File: src/verilog/mbcrc_cfg.svh
`ifndef MBCRC_CFG_SVH
`define MBCRC_CFG_SVH

// reset values
`define MBCRC_POLY_RST    32'h04c11db7
`define MBCRC_BLKLEN_RST  16'h0100
`define MBCRC_EXPECT_RST  32'h00000000
`define MBCRC_SIG_RST     32'h00000000
`define MBCRC_CNT_RST     16'h0000

// field positions of the status word
`define MBCRC_STS_ERR_BIT   0
`define MBCRC_STS_PASS_BIT  1
`define MBCRC_STS_CHK_BIT   2

// timing: one cycle to compare a finished block
`define MBCRC_CHECK_CYCLES  1

`endif

File: src/verilog/mbcrc_pkg.sv
package mbcrc_pkg;

  typedef enum logic [1:0] {
    MBCRC_ST_RUN   = 2'b00,
    MBCRC_ST_CHECK = 2'b01
  } mbcrc_state_type;

  typedef logic [31:0] mbcrc_sig_type;
  typedef logic [15:0] mbcrc_word_type;

endpackage

File: src/verilog/mbcrc_step.sv
`timescale 1ns/10ps

// one parallel absorb of a data word, msb first, galois form
module mbcrc_step import mbcrc_pkg::*; #(
  parameter int SIG_W  = 32,
  parameter int WORD_W = 16
) (
  // operands
  input  wire logic [SIG_W-1:0]  sig_in,
  input  wire logic [SIG_W-1:0]  poly_in,
  input  wire logic [WORD_W-1:0] word_in,
  // result
  output      logic [SIG_W-1:0]  sig_out
);

  logic [SIG_W-1:0] chain [0:WORD_W];

  assign chain[0] = sig_in;

  genvar i;
  generate
    for (i = 0; i < WORD_W; i = i + 1) begin : g_bit
      wire fb;
      assign fb = chain[i][SIG_W-1] ^ word_in[WORD_W-1-i];
      assign chain[i+1] = {chain[i][SIG_W-2:0], 1'b0} ^
                          (fb ? poly_in : {SIG_W{1'b0}});
    end
  endgenerate

  assign sig_out = chain[WORD_W];

endmodule

File: src/verilog/mbcrc_top.sv
`timescale 1ns/10ps
`include "mbcrc_cfg.svh"

module mbcrc_top import mbcrc_pkg::*; #(
  parameter int SIG_W  = 32,
  parameter int WORD_W = 16,
  parameter int CNT_W  = 16
) (
  // clock and reset
  input  wire logic              sys_clk,
  input  wire logic              arst_n,

  // configuration
  input  wire logic [SIG_W-1:0]  poly_data,
  input  wire logic              poly_load,
  input  wire logic [CNT_W-1:0]  blk_len_data,
  input  wire logic              blk_len_load,
  input  wire logic [SIG_W-1:0]  expect_data,
  input  wire logic              expect_load,
  input  wire logic [SIG_W-1:0]  seed_data,
  input  wire logic              seed_load,
  input  wire logic              irq_enable,
  input  wire logic              err_clear,

  // data word stream
  input  wire logic              word_valid,
  input  wire logic [WORD_W-1:0] word_data,
  output      logic              word_ready,

  // pseudo-random stepping
  input  wire logic              prng_step,

  // state and results
  output      logic [SIG_W-1:0]  sig_value,
  output      logic [CNT_W-1:0]  word_count,
  output      logic [SIG_W-1:0]  block_result,
  output      logic              block_done,
  output      logic [2:0]        status,
  output      logic              irq_req
);

  // reset release through two flops
  logic rst_meta_reg;
  logic rst_sync_reg;

  always_ff @(posedge sys_clk or negedge arst_n) begin
    if (!arst_n) begin
      rst_meta_reg <= 1'b0;
      rst_sync_reg <= 1'b0;
    end else begin
      rst_meta_reg <= 1'b1;
      rst_sync_reg <= rst_meta_reg;
    end
  end

  wire rst_n;
  assign rst_n = rst_sync_reg;

  // state
  mbcrc_state_type state_reg;
  mbcrc_state_type state_next;

  logic [SIG_W-1:0] poly_reg;
  logic [SIG_W-1:0] poly_next;
  logic [CNT_W-1:0] blk_len_reg;
  logic [CNT_W-1:0] blk_len_next;
  logic [SIG_W-1:0] expect_reg;
  logic [SIG_W-1:0] expect_next;
  logic [SIG_W-1:0] sig_reg;
  logic [SIG_W-1:0] sig_next;
  logic [CNT_W-1:0] cnt_reg;
  logic [CNT_W-1:0] cnt_next;
  logic [SIG_W-1:0] result_reg;
  logic [SIG_W-1:0] result_next;
  logic             done_reg;
  logic             done_next;
  logic             err_reg;
  logic             err_next;
  logic             pass_reg;
  logic             pass_next;
  logic             irq_reg;
  logic             irq_next;

  // decode
  wire              in_run;
  wire              in_check;
  wire              absorb;
  wire              advance;
  wire [WORD_W-1:0] feed_word;
  wire [SIG_W-1:0]  sig_stepped;
  wire [CNT_W-1:0]  cnt_inc;
  wire              block_end;
  wire              mismatch;

  assign in_run   = (state_reg == MBCRC_ST_RUN);
  assign in_check = (state_reg == MBCRC_ST_CHECK);

  // seed load takes the cycle; a word offered then waits
  assign word_ready = in_run & ~seed_load;

  assign absorb  = word_valid & word_ready;
  // prng steps only when no word is taken
  assign advance = absorb | (prng_step & in_run & ~seed_load);

  // random stepping feeds zeros, a plain lfsr advance
  assign feed_word = absorb ? word_data : {WORD_W{1'b0}};

  mbcrc_step #(
    .SIG_W  (SIG_W),
    .WORD_W (WORD_W)
  ) u_step (
    .sig_in  (sig_reg),
    .poly_in (poly_reg),
    .word_in (feed_word),
    .sig_out (sig_stepped)
  );

  assign cnt_inc = cnt_reg + {{(CNT_W-1){1'b0}}, 1'b1};

  assign block_end = absorb & (cnt_inc == blk_len_reg);

  assign mismatch = in_check & (result_reg != expect_reg);

  assign poly_next    = poly_load ? poly_data : poly_reg;
  assign blk_len_next = blk_len_load ? blk_len_data : blk_len_reg;
  assign expect_next  = expect_load ? expect_data : expect_reg;

  assign sig_next = seed_load ? seed_data :
                    advance   ? sig_stepped : sig_reg;

  assign cnt_next = seed_load ? `MBCRC_CNT_RST :
                    block_end ? `MBCRC_CNT_RST :
                    absorb    ? cnt_inc : cnt_reg;

  assign result_next = block_end ? sig_stepped : result_reg;

  assign state_next = block_end ? MBCRC_ST_CHECK :
                      in_check  ? MBCRC_ST_RUN : state_reg;

  assign done_next = in_check;

  // set beats clear so no block error is lost
  assign err_next  = mismatch | (err_reg & ~err_clear);
  assign pass_next = in_check ? (result_reg == expect_reg) : pass_reg;

  assign irq_next = err_next & irq_enable;

  // configuration registers
  always_ff @(posedge sys_clk or negedge rst_n) begin
    if (!rst_n) begin
      poly_reg    <= `MBCRC_POLY_RST;
      blk_len_reg <= `MBCRC_BLKLEN_RST;
      expect_reg  <= `MBCRC_EXPECT_RST;
    end else begin
      poly_reg    <= poly_next;
      blk_len_reg <= blk_len_next;
      expect_reg  <= expect_next;
    end
  end

  // signature and counter
  always_ff @(posedge sys_clk or negedge rst_n) begin
    if (!rst_n) begin
      sig_reg <= `MBCRC_SIG_RST;
      cnt_reg <= `MBCRC_CNT_RST;
    end else begin
      sig_reg <= sig_next;
      cnt_reg <= cnt_next;
    end
  end

  // block sequencing
  always_ff @(posedge sys_clk or negedge rst_n) begin
    if (!rst_n) begin
      state_reg  <= MBCRC_ST_RUN;
      result_reg <= `MBCRC_SIG_RST;
      done_reg   <= 1'b0;
    end else begin
      case (state_reg)
        MBCRC_ST_RUN: begin
          state_reg <= state_next;
        end
        MBCRC_ST_CHECK: begin
          state_reg <= state_next;
        end
        default: begin
          state_reg <= MBCRC_ST_RUN;
        end
      endcase
      result_reg <= result_next;
      done_reg   <= done_next;
    end
  end

  // check flags
  always_ff @(posedge sys_clk or negedge rst_n) begin
    if (!rst_n) begin
      err_reg  <= 1'b0;
      pass_reg <= 1'b0;
      irq_reg  <= 1'b0;
    end else begin
      err_reg  <= err_next;
      pass_reg <= pass_next;
      irq_reg  <= irq_next;
    end
  end

  assign sig_value    = sig_reg;
  assign word_count   = cnt_reg;
  assign block_result = result_reg;
  assign block_done   = done_reg;
  assign irq_req      = irq_reg;

  assign status[`MBCRC_STS_ERR_BIT]  = err_reg;
  assign status[`MBCRC_STS_PASS_BIT] = pass_reg;
  assign status[`MBCRC_STS_CHK_BIT]  = in_check;

endmodule
File: config.mk
export PLATFORM = sky130hd
export DESIGN_NAME = mbcrc_top
export DESIGN_NICKNAME = d
export VERILOG_FILES = /design/src/verilog/mbcrc_pkg.sv /design/src/verilog/mbcrc_step.sv /design/src/verilog/mbcrc_top.sv
export VERILOG_INCLUDE_DIRS = /design/src /design/src/verilog
export SDC_FILE = /design/constraint.sdc
export NUM_CORES = 1
export LEC_CHECK = 0
export BUFFER_PORTS_ARGS = -buffer_cell sky130_fd_sc_hd__buf_4
export CAP_MARGIN = 20
export CORE_MARGIN = 4
export CORE_UTILIZATION = 61
export DETAILED_ROUTE_END_ITERATION = 8
export HOLD_SLACK_MARGIN = 0.03
export PLACE_DENSITY = 0.84
export RECOVER_POWER = 50
export SLEW_MARGIN = 25
export SYNTH_ARGS = -nofsm -noshare
export SYNTH_HDL_FRONTEND = slang
export SYNTH_SLANG_ARGS = --single-unit
File: constraint.sdc
create_clock -name sys_clk -period 10.3 [get_ports sys_clk]
set_input_delay 1.03 -clock sys_clk [delete_from_list [all_inputs] [get_ports sys_clk]]
set_output_delay 1.03 -clock sys_clk [all_outputs]
set_load 0.1 [all_outputs]
Word level (Yosys, flattened, before mapping)
Index checks and enable logic that the tools add are counted.
{"block": "word_totals", "register_bits": 168, "in_bits": 138, "out_inout_bits": 86, "word_cells": 92}
{"block": "op_classes", "n_addsub": 1, "n_eq_ne": 5, "n_mux": 25, "bitwise": 44, "reduce_logical": 4}
{"cell": "2-to-1 mux 32 bit", "n": 18}
{"cell": "XOR 32 bit", "n": 16}
{"cell": "2-to-1 mux 16 bit", "n": 4}
{"cell": "== test 32 bit", "n": 1}
{"cell": "!= test 32 bit", "n": 1}
{"cell": "adder 16 x 1 -> 16 bit, second input constant", "n": 1}
{"cell": "== test 16 bit", "n": 1}
{"cell": "XOR 1 bit", "n": 16}
{"cell": "AND 1 bit", "n": 8}
{"cell": "2-to-1 mux 2 bit", "n": 3}
{"cell": "!= test 3 x 1 -> 1 bit, second input constant", "n": 1}
{"cell": "nonzero test 3 bit", "n": 1}
{"cell": "== test 2 x 1 -> 1 bit, second input constant", "n": 1}
{"cell": "logical NOT 2 bit", "n": 1}
{"cell": "inverter 1 bit", "n": 2}
{"cell": "bitwise OR 1 bit", "n": 2}
{"cell": "nonzero test 2 bit", "n": 1}
{"cell": "OR reduction 2 bit", "n": 1}

Logic depth before layout (Yosys ltp)
Gate-level depths: netlist (run 1).
{"block": "depth", "depth_word": 54, "ltp_mapped": 32, "depth_no_buf": 24}

Modules after synthesis
Synthesis (run 1) repeated with hierarchy kept, for this count alone.
{"block": "hier_totals", "cells_unflattened": 2209, "area_unflattened_um2": 18189.9}
{"module": "mbcrc_step", "instances": 1, "cells_each": 1572, "area_per_inst_um2": 10291.1, "seq_area_each_um2": 0.0}
{"module": "mbcrc_top", "instances": 1, "cells_each": 637, "area_per_inst_um2": 7898.8, "seq_area_each_um2": 4197.8}

Worst setup path after synthesis (run 1)
OpenSTA, ideal clock, no wires.
{"block": "synth_timing", "path_type": "input to register", "from": "in seed_load", "to": "reg result_reg[5], in the netlist block_result[5]", "setup_ps": 126, "arrival_ps": 8460, "slack_ps": 1715, "cell_stages": 26, "n_path_buf": 3, "path_cell_list": "nor2_1 > and2_1 > clkbuf_1 > nand2_1 > xnor2_1 > and3_1 > a211oi_2 > a22oi_4 > o311ai_2 > a31oi_1 > or4_1 > a21oi_2 > o21a_1 > o221ai_1 > nand4_2 > xor2_2 > mux2_4 > o311a_1 > or4_4 > a2111oi_0 > a41o_1 > buf_4 > buf_8 > o31ai_4 > xnor2_1 > mux2_2"}
{"block": "synth_via", "elab_chain_cells": 52, "elab_cells_between_ends": 53}
{"element": "from (decl)", "line_no": "mbcrc_top.sv:21", "source": "input wire logic seed_load,"}
{"element": "inverter 1 bit (*)", "line_no": "mbcrc_top.sv:99", "source": "assign word_ready = in_run & ~seed_load;"}
{"element": "AND 1 bit (*)", "line_no": "mbcrc_top.sv:99"}
{"element": "AND 1 bit (*)", "line_no": "mbcrc_top.sv:101", "source": "assign absorb = word_valid & word_ready;"}
{"element": "2-to-1 mux 16 bit", "line_no": "mbcrc_top.sv:106", "source": "assign feed_word = absorb ? word_data : {WORD_W{1'b0}};"}
{"element": "XOR 1 bit", "line_no": "mbcrc_step.sv:24", "source": "assign fb = chain[i][SIG_W-1] ^ word_in[WORD_W-1-i];"}
{"element": "2-to-1 mux 32 bit", "line_no": "mbcrc_step.sv:26", "source": "(fb ? poly_in : {SIG_W{1'b0}});"}
{"element": "XOR 32 bit", "line_no": "mbcrc_step.sv:25", "source": "assign chain[i+1] = {chain[i][SIG_W-2:0], 1'b0} ^"}
{"element": "XOR 1 bit", "line_no": "mbcrc_step.sv:24"}
{"element": "(+36 left out)"}
{"element": "2-to-1 mux 32 bit", "line_no": "mbcrc_step.sv:26"}
{"element": "XOR 32 bit", "line_no": "mbcrc_step.sv:25"}
{"element": "XOR 1 bit", "line_no": "mbcrc_step.sv:24"}
{"element": "2-to-1 mux 32 bit", "line_no": "mbcrc_step.sv:26"}
{"element": "XOR 32 bit", "line_no": "mbcrc_step.sv:25"}
{"element": "XOR 1 bit", "line_no": "mbcrc_step.sv:24"}
{"element": "2-to-1 mux 32 bit", "line_no": "mbcrc_step.sv:26"}
{"element": "XOR 32 bit", "line_no": "mbcrc_step.sv:25"}
{"element": "to (signal assigned)", "line_no": "mbcrc_top.sv:176", "source": "result_reg <= `MBCRC_SIG_RST;"}
{"element": "to (signal assigned)", "line_no": "mbcrc_top.sv:190", "source": "result_reg <= result_next;"}
{"element": "to (decl)", "line_no": "mbcrc_top.sv:73", "source": "logic [SIG_W-1:0] result_reg;"}
Mark *: on every way between the ends. The rest lies on a longest branch, timed or not.
A chain may end at the register's enable or synchronous reset.

Final worst setup path (run 1)
{"block": "layout_timing", "from": "in seed_load", "to": "reg sig_reg[16], in the netlist sig_value[16]"}
{"block": "layout_via", "elab_chain_cells": 54, "elab_cells_between_ends": 57}
{"element": "inverter 1 bit", "line_no": "mbcrc_top.sv:99, mbcrc_top.sv:103"}
{"element": "AND 1 bit", "line_no": "mbcrc_top.sv:99"}
{"element": "AND 1 bit", "line_no": "mbcrc_top.sv:101"}
{"element": "2-to-1 mux 16 bit", "line_no": "mbcrc_top.sv:106"}
{"element": "XOR 1 bit", "line_no": "mbcrc_step.sv:24"}
{"element": "2-to-1 mux 32 bit", "line_no": "mbcrc_step.sv:26"}
{"element": "XOR 32 bit", "line_no": "mbcrc_step.sv:25"}
{"element": "XOR 1 bit", "line_no": "mbcrc_step.sv:24"}
{"element": "(+38 left out)"}
{"element": "XOR 1 bit", "line_no": "mbcrc_step.sv:24"}
{"element": "2-to-1 mux 32 bit", "line_no": "mbcrc_step.sv:26"}
{"element": "XOR 32 bit", "line_no": "mbcrc_step.sv:25"}
{"element": "XOR 1 bit", "line_no": "mbcrc_step.sv:24"}
{"element": "2-to-1 mux 32 bit", "line_no": "mbcrc_step.sv:26"}
{"element": "XOR 32 bit", "line_no": "mbcrc_step.sv:25"}
{"element": "2-to-1 mux 32 bit", "line_no": "mbcrc_top.sv:129", "source": "advance ? sig_stepped : sig_reg;"}
{"element": "2-to-1 mux 32 bit", "line_no": "mbcrc_top.sv:128", "source": "assign sig_next = seed_load ? seed_data :"}
{"element": "to (signal assigned)", "line_no": "mbcrc_top.sv:164", "source": "sig_reg <= `MBCRC_SIG_RST;"}
{"element": "to (signal assigned)", "line_no": "mbcrc_top.sv:167", "source": "sig_reg <= sig_next;"}
{"element": "to (decl)", "line_no": "mbcrc_top.sv:69", "source": "logic [SIG_W-1:0] sig_reg;"}
Several ways; a longest one is shown, not always the timed one. The select of a mux whose other input is x is not followed.

==> results_dict.tcl, run 1 <==
set metrics [dict create \
    port_buffers 223 \
    via_per_inst 6.307 \
    crit_arrival_ps 9760 \
    pre_cts_ws_ps 622.0 \
    ys_seq_area_share_pct 24.68 \
    dieWidth_um 175.0 \
    hold_class "in -> async" \
    startpoint_type "input pin" \
    grt_pass1_wl_um 89210 \
    rsz0062_at_grt "no" \
    slew_headroom_pct -63.15 \
    track_usage_pct 36.31 \
    cts_sinks 167 \
    use_met3_pct 9.606 \
    synth_top_area_share_pct 24.67 \
    insertedDiodeCount 0 \
    grt_antenna_before_repair 0 \
    finalMaxSlewViolations 161 \
    hold_violations 0 \
    ys_ff_latch 167 \
    cts-buffers-inserted 17 \
    yosys_warnings 0 \
    cts_setup_buffers 0 \
    met2_usage_pct 55.53 \
    insertion_delay_ps 450 \
    ant_nets 0 \
    synth_nets 2226 \
    clockBufferDepth 2 \
    layout_setup_ws_ps 887.3 \
    fmax_ghz 0.1062 \
    holdWs_ps 349.7 \
    drive_gt1_share_pct 20.60 \
    grt_max_degree 63 \
    yosys-top-cells-area "xnor2_1 25%, dfrtp_1 22%, nand2_1 9.6%" \
    routabilityCongestion 0.9771 \
    cts_tree "built" \
    synthArstFlopShare_pct 100.0 \
    ctsHoldBuffers 0 \
    drc 0 \
    drv_cap 4 \
    start_util_pct 62.59 \
    endpoint_kind "register" \
    yosys.area.top_type "xnor2_1" \
    final_common_cell "xnor2_1" \
    ys.flop_type "dfrtp_1" \
    final_cell_mix "474 x xnor2_1, 436 x nand2_1, 252 x buf_4" \
    drt_iter0_markers 2177 \
    path_class "in -> reg" \
    top_usage_layer "met2" \
    syn_inst 2087 \
    grtUsageMet1_pct 50.86 \
    nets 2340 \
    ctsResizeCount 0 \
    num_vias 16309 \
    first_pass_iters 7 \
    synth_edf_count 0 \
    rows 60 \
    core_um2 27180 \
    die_y_um 175.0 \
    die_area_um2 30620 \
    clk_pin_slew_worst_paths_ps 80 \
    grt_pass1_vias 15752 \
    tns_ps 0 \
    area_growth_pct 13.96 \
    period_share_pct 91.39 \
    grt_overflow_total 0 \
    num_io_pins 224 \
    skew_ps 15.41 \
    mappedNetlistArea_um2 17010 \
    violations "max-capacitance violations, max-slew violations" \
    worstPathRequired_ps 10640 \
    path_max_fanout 30 \
    cts_root_buffer "clkbuf_16" \
    dp_hpwl_um 41060 \
    wirelength_um 56890 \
    setup_viol 0 \
    fin_crit_ps 9413 \
    status "finished with violations" \
    post_drt_wl_per_cell_um 22.00 \
    cts-htree-levels 4 \
    syn_area_per_cell_um2 8.150 \
    tightest_slew_ps 2447 \
    yosysUniqueCellTypes 103 \
]
==> worst paths after layout <==
path                              startpoint       endpoint  slack, ps  cells past startpoint
min in group sys_clk            rst_meta_reg          rst_n        360                      0
max in group asynchronous              rst_n    poly_reg[6]       4870                      3
worst max register to register  state_reg[0]  sig_value[16]        940                     27
worst max-delay path               seed_load  sig_value[16]        890                     28
worst min-delay path                  arst_n   rst_meta_reg        350                      1
worst min register to register  rst_meta_reg          rst_n        360                      0
==> through the flow <==
step / instance area (um2) / cells / utilization [%]
floorplan: 17010 / 2087 / -
CTS: 19490 / 2586 / 71.72
finish: 19380 / 2586 / 71.33
global route: 19380 / 2586 / 71.33
detailed placement: 18870 / 2554 / 69.42
global placement: 18840 / 2553 / 69.31
==> kinds of logic after synthesis <==
family	count (synthesis)	synth area share, %
XOR/XNOR	539	28.71
buffers and inverters	219	5.495
AND/OR/NAND/NOR	648	16.36
other	1	0.02205
multiplexers	109	7.135
AO/OA/AOI/OAI	403	17.52
flip-flops	167	24.68
adder cells (fa/ha/maj)	1	0.07355
==> synth_stat cells, types with 14 or more instances <==
cell type  count
nand3_1       19
a32oi_1       15
nor3_1        14
and3_1        20
o21a_1        26
o21ai_0      124
clkbuf_1     126
xnor2_1      479
nor2_1        84
xor2_1        47
o21ai_1       40
buf_2         21
mux2_2        81
mux2i_1       25
inv_1         35
a21oi_1       49
o31ai_1       16
nand4_1       19
nand2_1      436
dfrtp_1      152
dfstp_2       15
o31ai_4       20
buf_1         20
==> routing by layer <==
metal  vias to the layer above  routed length, um
met1                      7813              22790
met4                         0               1682
li1                       7208                  -
met2                      1142              25030
met5                         -                  0
met3                       146               7392
==> area by class of cell <==
class                   count  area (um2)
multi-input cells        1701       11970
fillers                  2078        7792
flip-flops and latches    167        4198
repair buffers            277        1986
well taps                 372       465.4
clock buffers              17       425.4
clock inverters            15       200.2
inverters                  37       138.9
==> critical path, stage by stage <==
cell and delay, ps:
buf_4 130, and4bb_1 360, xnor2_2 260, buf_4 260
o311a_1 400, or4_1 600, a211o_1 370, nand4_1 290
nand2_1 340, o2111ai_1 340, o22ai_2 100, buf_4 200
buf_4 250, o311a_4 370, xnor2_2 400, o211ai_2 170
nand4_2 190, xor2_2 360, mux2_4 370, o311a_1 380
or4_4 580, nand2_1 240, a311o_2 610, buf_4 450
o31ai_1 170, xnor2_1 310, o21ai_1 90, o21a_1 130
Power of run 1 is not shown: default switching activity piles up to over one toggle a cycle in this logic, so the estimate is an artifact.
==> run 2: changes to the inputs <==
==> constraint.sdc (replaced) <==
create_clock -name sys_clk -period 11.8 [get_ports sys_clk]
set_input_delay 1.18 -clock sys_clk [delete_from_list [all_inputs] [get_ports sys_clk]]
set_output_delay 1.18 -clock sys_clk [all_outputs]
set_load 0.1 [all_outputs]
==> results_dict.tcl, run 2 (synthesized netlist as in run 1, its figures left out) <==
set metrics [dict create \
    status "finished with violations" \
    violations "max-capacitance violations, max-slew violations" \
    final_cell_area_um2 19310 \
    drt_iter0_markers 2128 \
    crit_arrival_ps 10390 \
    skew_ps 22.49 \
    cts-buffers-inserted 17 \
    wirelength_um 56320 \
    hold_class "reg -> reg" \
    placed_cell_area_um2 18720 \
    post_drt_wl_per_cell_um 21.92 \
    dp.cells 2537 \
    ctsHoldBuffers 0 \
    dieWidth_um 175.0 \
    insertion_delay_ps 450 \
    wl_met1_um 22630 \
    wl_met3_um 7044 \
    grt_antenna_before_repair 0 \
    slew_headroom_pct -233.4 \
    num_io_pins 224 \
    port_buffers 223 \
    fmax_ghz 0.09944 \
    rsz0062_at_grt "no" \
    fillers 2059 \
    cts_setup_buffers 0 \
    routabilityCongestion 0.9876 \
    dr_wl_met2_um 24750 \
    area_growth_pct 13.54 \
    nets 2323 \
    path_max_fanout 61 \
    final_cell_mix "475 x xnor2_1, 436 x nand2_1, 254 x buf_4" \
    tns_ps 0 \
    fin_cells 2569 \
    setup_viol 0 \
    grt_pass1_wl_um 88290 \
    hold_violations 0 \
    final_common_cell "xnor2_1" \
    drv_cap 4 \
    rows 60 \
    endpoint_kind "register" \
    crit_path_max_incr_delay_ps 680 \
    highest_layer "met4" \
    die_area_um2 30620 \
    fin_crit_ps 10060 \
    dp_hpwl_um 40020 \
    tightest_slew_ps 5001 \
    crit_top_cell "buf_4" \
    critPathSlowestCell "a41o_2" \
    grt_pass1_vias 15684 \
    start_util_pct 62.59 \
    multiInputGateArea_um2 11960 \
    num_vias 16011 \
    insertedDiodeCount 0 \
    core_um2 27180 \
    ant_nets 0 \
    ctsResizeCount 0 \
    track_usage_pct 36.09 \
    finalMaxSlewViolations 243 \
    drive_gt1_share_pct 20.85 \
    path_class "in -> reg" \
    worstPathRequired_ps 12130 \
    seq_area_um2 4202 \
    cts-htree-levels 4 \
    cts_root_buffer "clkbuf_16" \
    via_per_inst 6.232 \
    first_pass_iters 7 \
    cts_sinks 167 \
    die_y_um 175.0 \
    cts_tree "built" \
    clk_pin_slew_worst_paths_ps 80 \
    clockBufferDepth 2 \
    period_share_pct 85.23 \
    grt_max_degree 87 \
    startpoint_type "input pin" \
    drc 0 \
    grt_overflow_total 0 \
]
-- run 2: changes by cell type in the layout (fill, tap and decap cells not counted), sizes merged --
cell,delta
inv,+2
clkbuf,-18
clkinv,-3
buf,+2
-- run 2: cell type report --
cell class,count,share of cell area (%)
Clock inverter,14,0.9006
Multi-Input combinational cell,1701,61.95
Tap cell,372,2.410
Clock buffer,18,2.274
Inverter,37,0.7192
Timing Repair Buffer,260,9.991
Sequential cell,167,21.76
-- run 2: stage by stage --
| step | hold WS [ps] | setup WS (ps) | util, % |
|---|---|---|---|
| 6_report | 358.1 | 1743 | 71.06 |
| 5_1_grt | 371.3 | 1202 | 71.06 |
| 4_1_cts | 360.1 | 1967 | 71.15 |
| 3_5_place_dp | 342.0 | 1542 | 68.89 |
| 3_3_place_gp | 340.2 | 1795 | 68.87 |
| 2_1_floorplan | 331.2 | 3065 | - |
-- run 2: final timing paths --
check	from	to	slack [ps]	depth (start not counted)
worst max-delay path	seed_load	sig_value[26]	1740	29
worst min-delay path	rst_meta_reg	rst_n	360	0
worst max register to register	poly_reg[31]	sig_value[26]	2230	29
worst min register to register	rst_meta_reg	rst_n	360	0
max in group asynchronous	rst_n	sig_value[9]	3790	2
min in group asynchronous	arst_n	rst_meta_reg	500	1
-- run 2: routing by layer --
metal | vias up | track usage [%]
li1 | 7177 | -
met1 | 7648 | 50.04
met2 | 1036 | 54.93
met3 | 150 | 9.260
met4 | 0 | 12.80
met5 | - | 0
-- run 2: worst max-delay path, delay by kind of cell --
family,cells,cell delay [ps]
xor gates and xnor gates,5,1870
buffers and inverters,5,1920
and+or+nand+nor,6,1520
AOI/OAI and AO/OA,13,3870
Power of run 2 is left out for the same reason.
==> run 3: changes to the inputs <==
--- a/config.mk
+++ b/config.mk
@@ -6,6 +6,7 @@
 export SDC_FILE = /design/constraint.sdc
 export NUM_CORES = 1
 export LEC_CHECK = 0
+export ABC_AREA = 1
 export BUFFER_PORTS_ARGS = -buffer_cell sky130_fd_sc_hd__buf_4
 export CAP_MARGIN = 20
 export CORE_MARGIN = 4
==> results_dict.tcl, run 3 <==
set metrics [dict create \
    die_area_um2 30490 \
    period_share_pct 79.34 \
    endpoint_kind "register" \
    insertedDiodeCount 0 \
    status "finished with violations" \
    drt_iter0_markers 2308 \
    tightest_slew_ps 4063 \
    synth_top_area_share_pct 22.46 \
    cts_sinks 167 \
    grt_pass1_wl_um 87170 \
    drive_gt1_share_pct 14.86 \
    crit_path_max_incr_delay_ps 380 \
    holdWs_ps 357.5 \
    cts_root_buffer "clkbuf_16" \
    clk_pin_slew_worst_paths_ps 90 \
    final_cell_mix "823 x nand2_1, 375 x nor2_1, 239 x xnor2_1" \
    synth.most_common_cell "nand2_1" \
    syn_inst 2611 \
    ys.flop_type "dfrtp_1" \
    yosysUniqueCellTypes 41 \
    clockBufferDepth 2 \
    hold_start "rst_meta_reg" \
    routabilityCongestion 0.9536 \
    cts_setup_buffers 0 \
    grt_antenna_before_repair 0 \
    num_vias 17231 \
    synthArstFlopShare_pct 100.0 \
    yosys.area.top_type "dfrtp_1" \
    cts-htree-levels 4 \
    cts_tree "built" \
    ys_ff_latch 167 \
    pre_cts_ws_ps 2195 \
    nets 2852 \
    start_util_pct 62.48 \
    dp_hpwl_um 40630 \
    ctsResizeCount 0 \
    rr_startpoint "state_reg[0]" \
    critPathLaunch "seed_load" \
    crit_arrival_ps 9720 \
    syn_area_per_cell_um2 6.486 \
    grt_max_degree 73 \
    grt_pass1_vias 15914 \
    ctsHoldBuffers 0 \
    rows 60 \
    yosys-top-cells-area "dfrtp_1 22%, nand2_1 18%, xnor2_1 12%" \
    port_buffers 223 \
    critPathSlowestCell "nand2_2" \
    ys_seq_area_share_pct 24.79 \
    cts-buffers-inserted 17 \
    fmax_ghz 0.1068 \
    fin_crit_ps 9362 \
    dieWidth_um 174.6 \
    ant_nets 0 \
    path_max_fanout 36 \
    synth_edf_count 0 \
    synth_nets 2750 \
    netlist_top_cells_count "823 x nand2_1, 375 x nor2_1, 239 x xnor2_1" \
    drv_cap 4 \
    post_drt_wl_per_cell_um 17.68 \
    first_pass_iters 6 \
    violations "max-capacitance violations, max-slew violations" \
    hold_class "reg -> reg" \
    hold_violations 0 \
    worstPathRequired_ps 12160 \
    layout_setup_ws_ps 2438 \
    final_cell_area_um2 19140 \
    setup_viol 0 \
    via_per_inst 5.562 \
    wirelength_um 54770 \
    area_growth_pct 13.05 \
    skew_ps 22.00 \
    mappedNetlistArea_um2 16930 \
    startpoint_type "input pin" \
    die_y_um 174.6 \
    placed_cell_area_um2 18530 \
    drc 0 \
    core_um2 27100 \
    final_common_cell "nand2_1" \
    grt_overflow_total 0 \
    insertion_delay_ps 440 \
    finalMaxSlewViolations 245 \
    track_usage_pct 35.05 \
    num_io_pins 224 \
    yosys_warnings 0 \
    path_class "in -> reg" \
    crit_top_cell "nand2_1" \
    tns_ps 0 \
    rsz0062_at_grt "no" \
    slew_headroom_pct -170.8 \
]
-- run 3: worst paths after layout --
kind / end / slack, ps / depth (start not counted)
worst min-delay path: rst_n / 360 / 0
max in group asynchronous: poly_reg[28] / 6610 / 1
worst min register to register: rst_n / 360 / 0
worst max-delay path: block_result[5] / 2440 / 54
min in group asynchronous: expect_reg[15] / 460 / 0
worst max register to register: block_result[5] / 2790 / 53
-- run 3: logic make-up after synthesis --
group	share of synthesized area (%)
fa+ha+maj	0.07388
flops	24.79
other cells	0.02215
buf+inv	8.061
xor+xnor	23.69
simple gates	37.36
mux	2.194
compound gates	3.813
-- run 3: layer usage --
| layer | part of all wire (%) | vias up | GRT usage (%) | wire (um) |
|---|---|---|---|---|
| met2 | 44 | 996 | 52.81 | 23830 |
| li1 | - | 8228 | - | - |
| met4 | 2.5 | 0 | 9.689 | 1343 |
| met3 | 11 | 93 | 5.149 | 5818 |
| met1 | 43 | 7914 | 52.64 | 23780 |
| met5 | 0 | - | 0 | 0 |
-- run 3: layout make-up --
type                    count  area (um2)
multi-input cells        2109       11390
fillers                  2287        7958
flip-flops and latches    167        4199
repair buffers            240        1779
inverters                 178       670.6
well taps                 372       465.4
clock buffers              17       425.4
clock inverters            15       210.2
-- run 3: stage by stage --
step                util, %  instances
global placement      68.35       3066
floorplan                 -       2611
finish                70.64       3098
CTS                   70.73       3098
global route          70.64       3098
detailed placement    68.38       3066
-- run 3: worst max-delay path, delay by kind of cell --
| kind | cells | cell delay (ps) |
|---|---|---|
| and+or+nand+nor | 43 | 6590 |
| buffers and inverters | 10 | 1770 |
| AOI/OAI and AO/OA | 1 | 100 |
Power of run 3 is left out for the same reason.
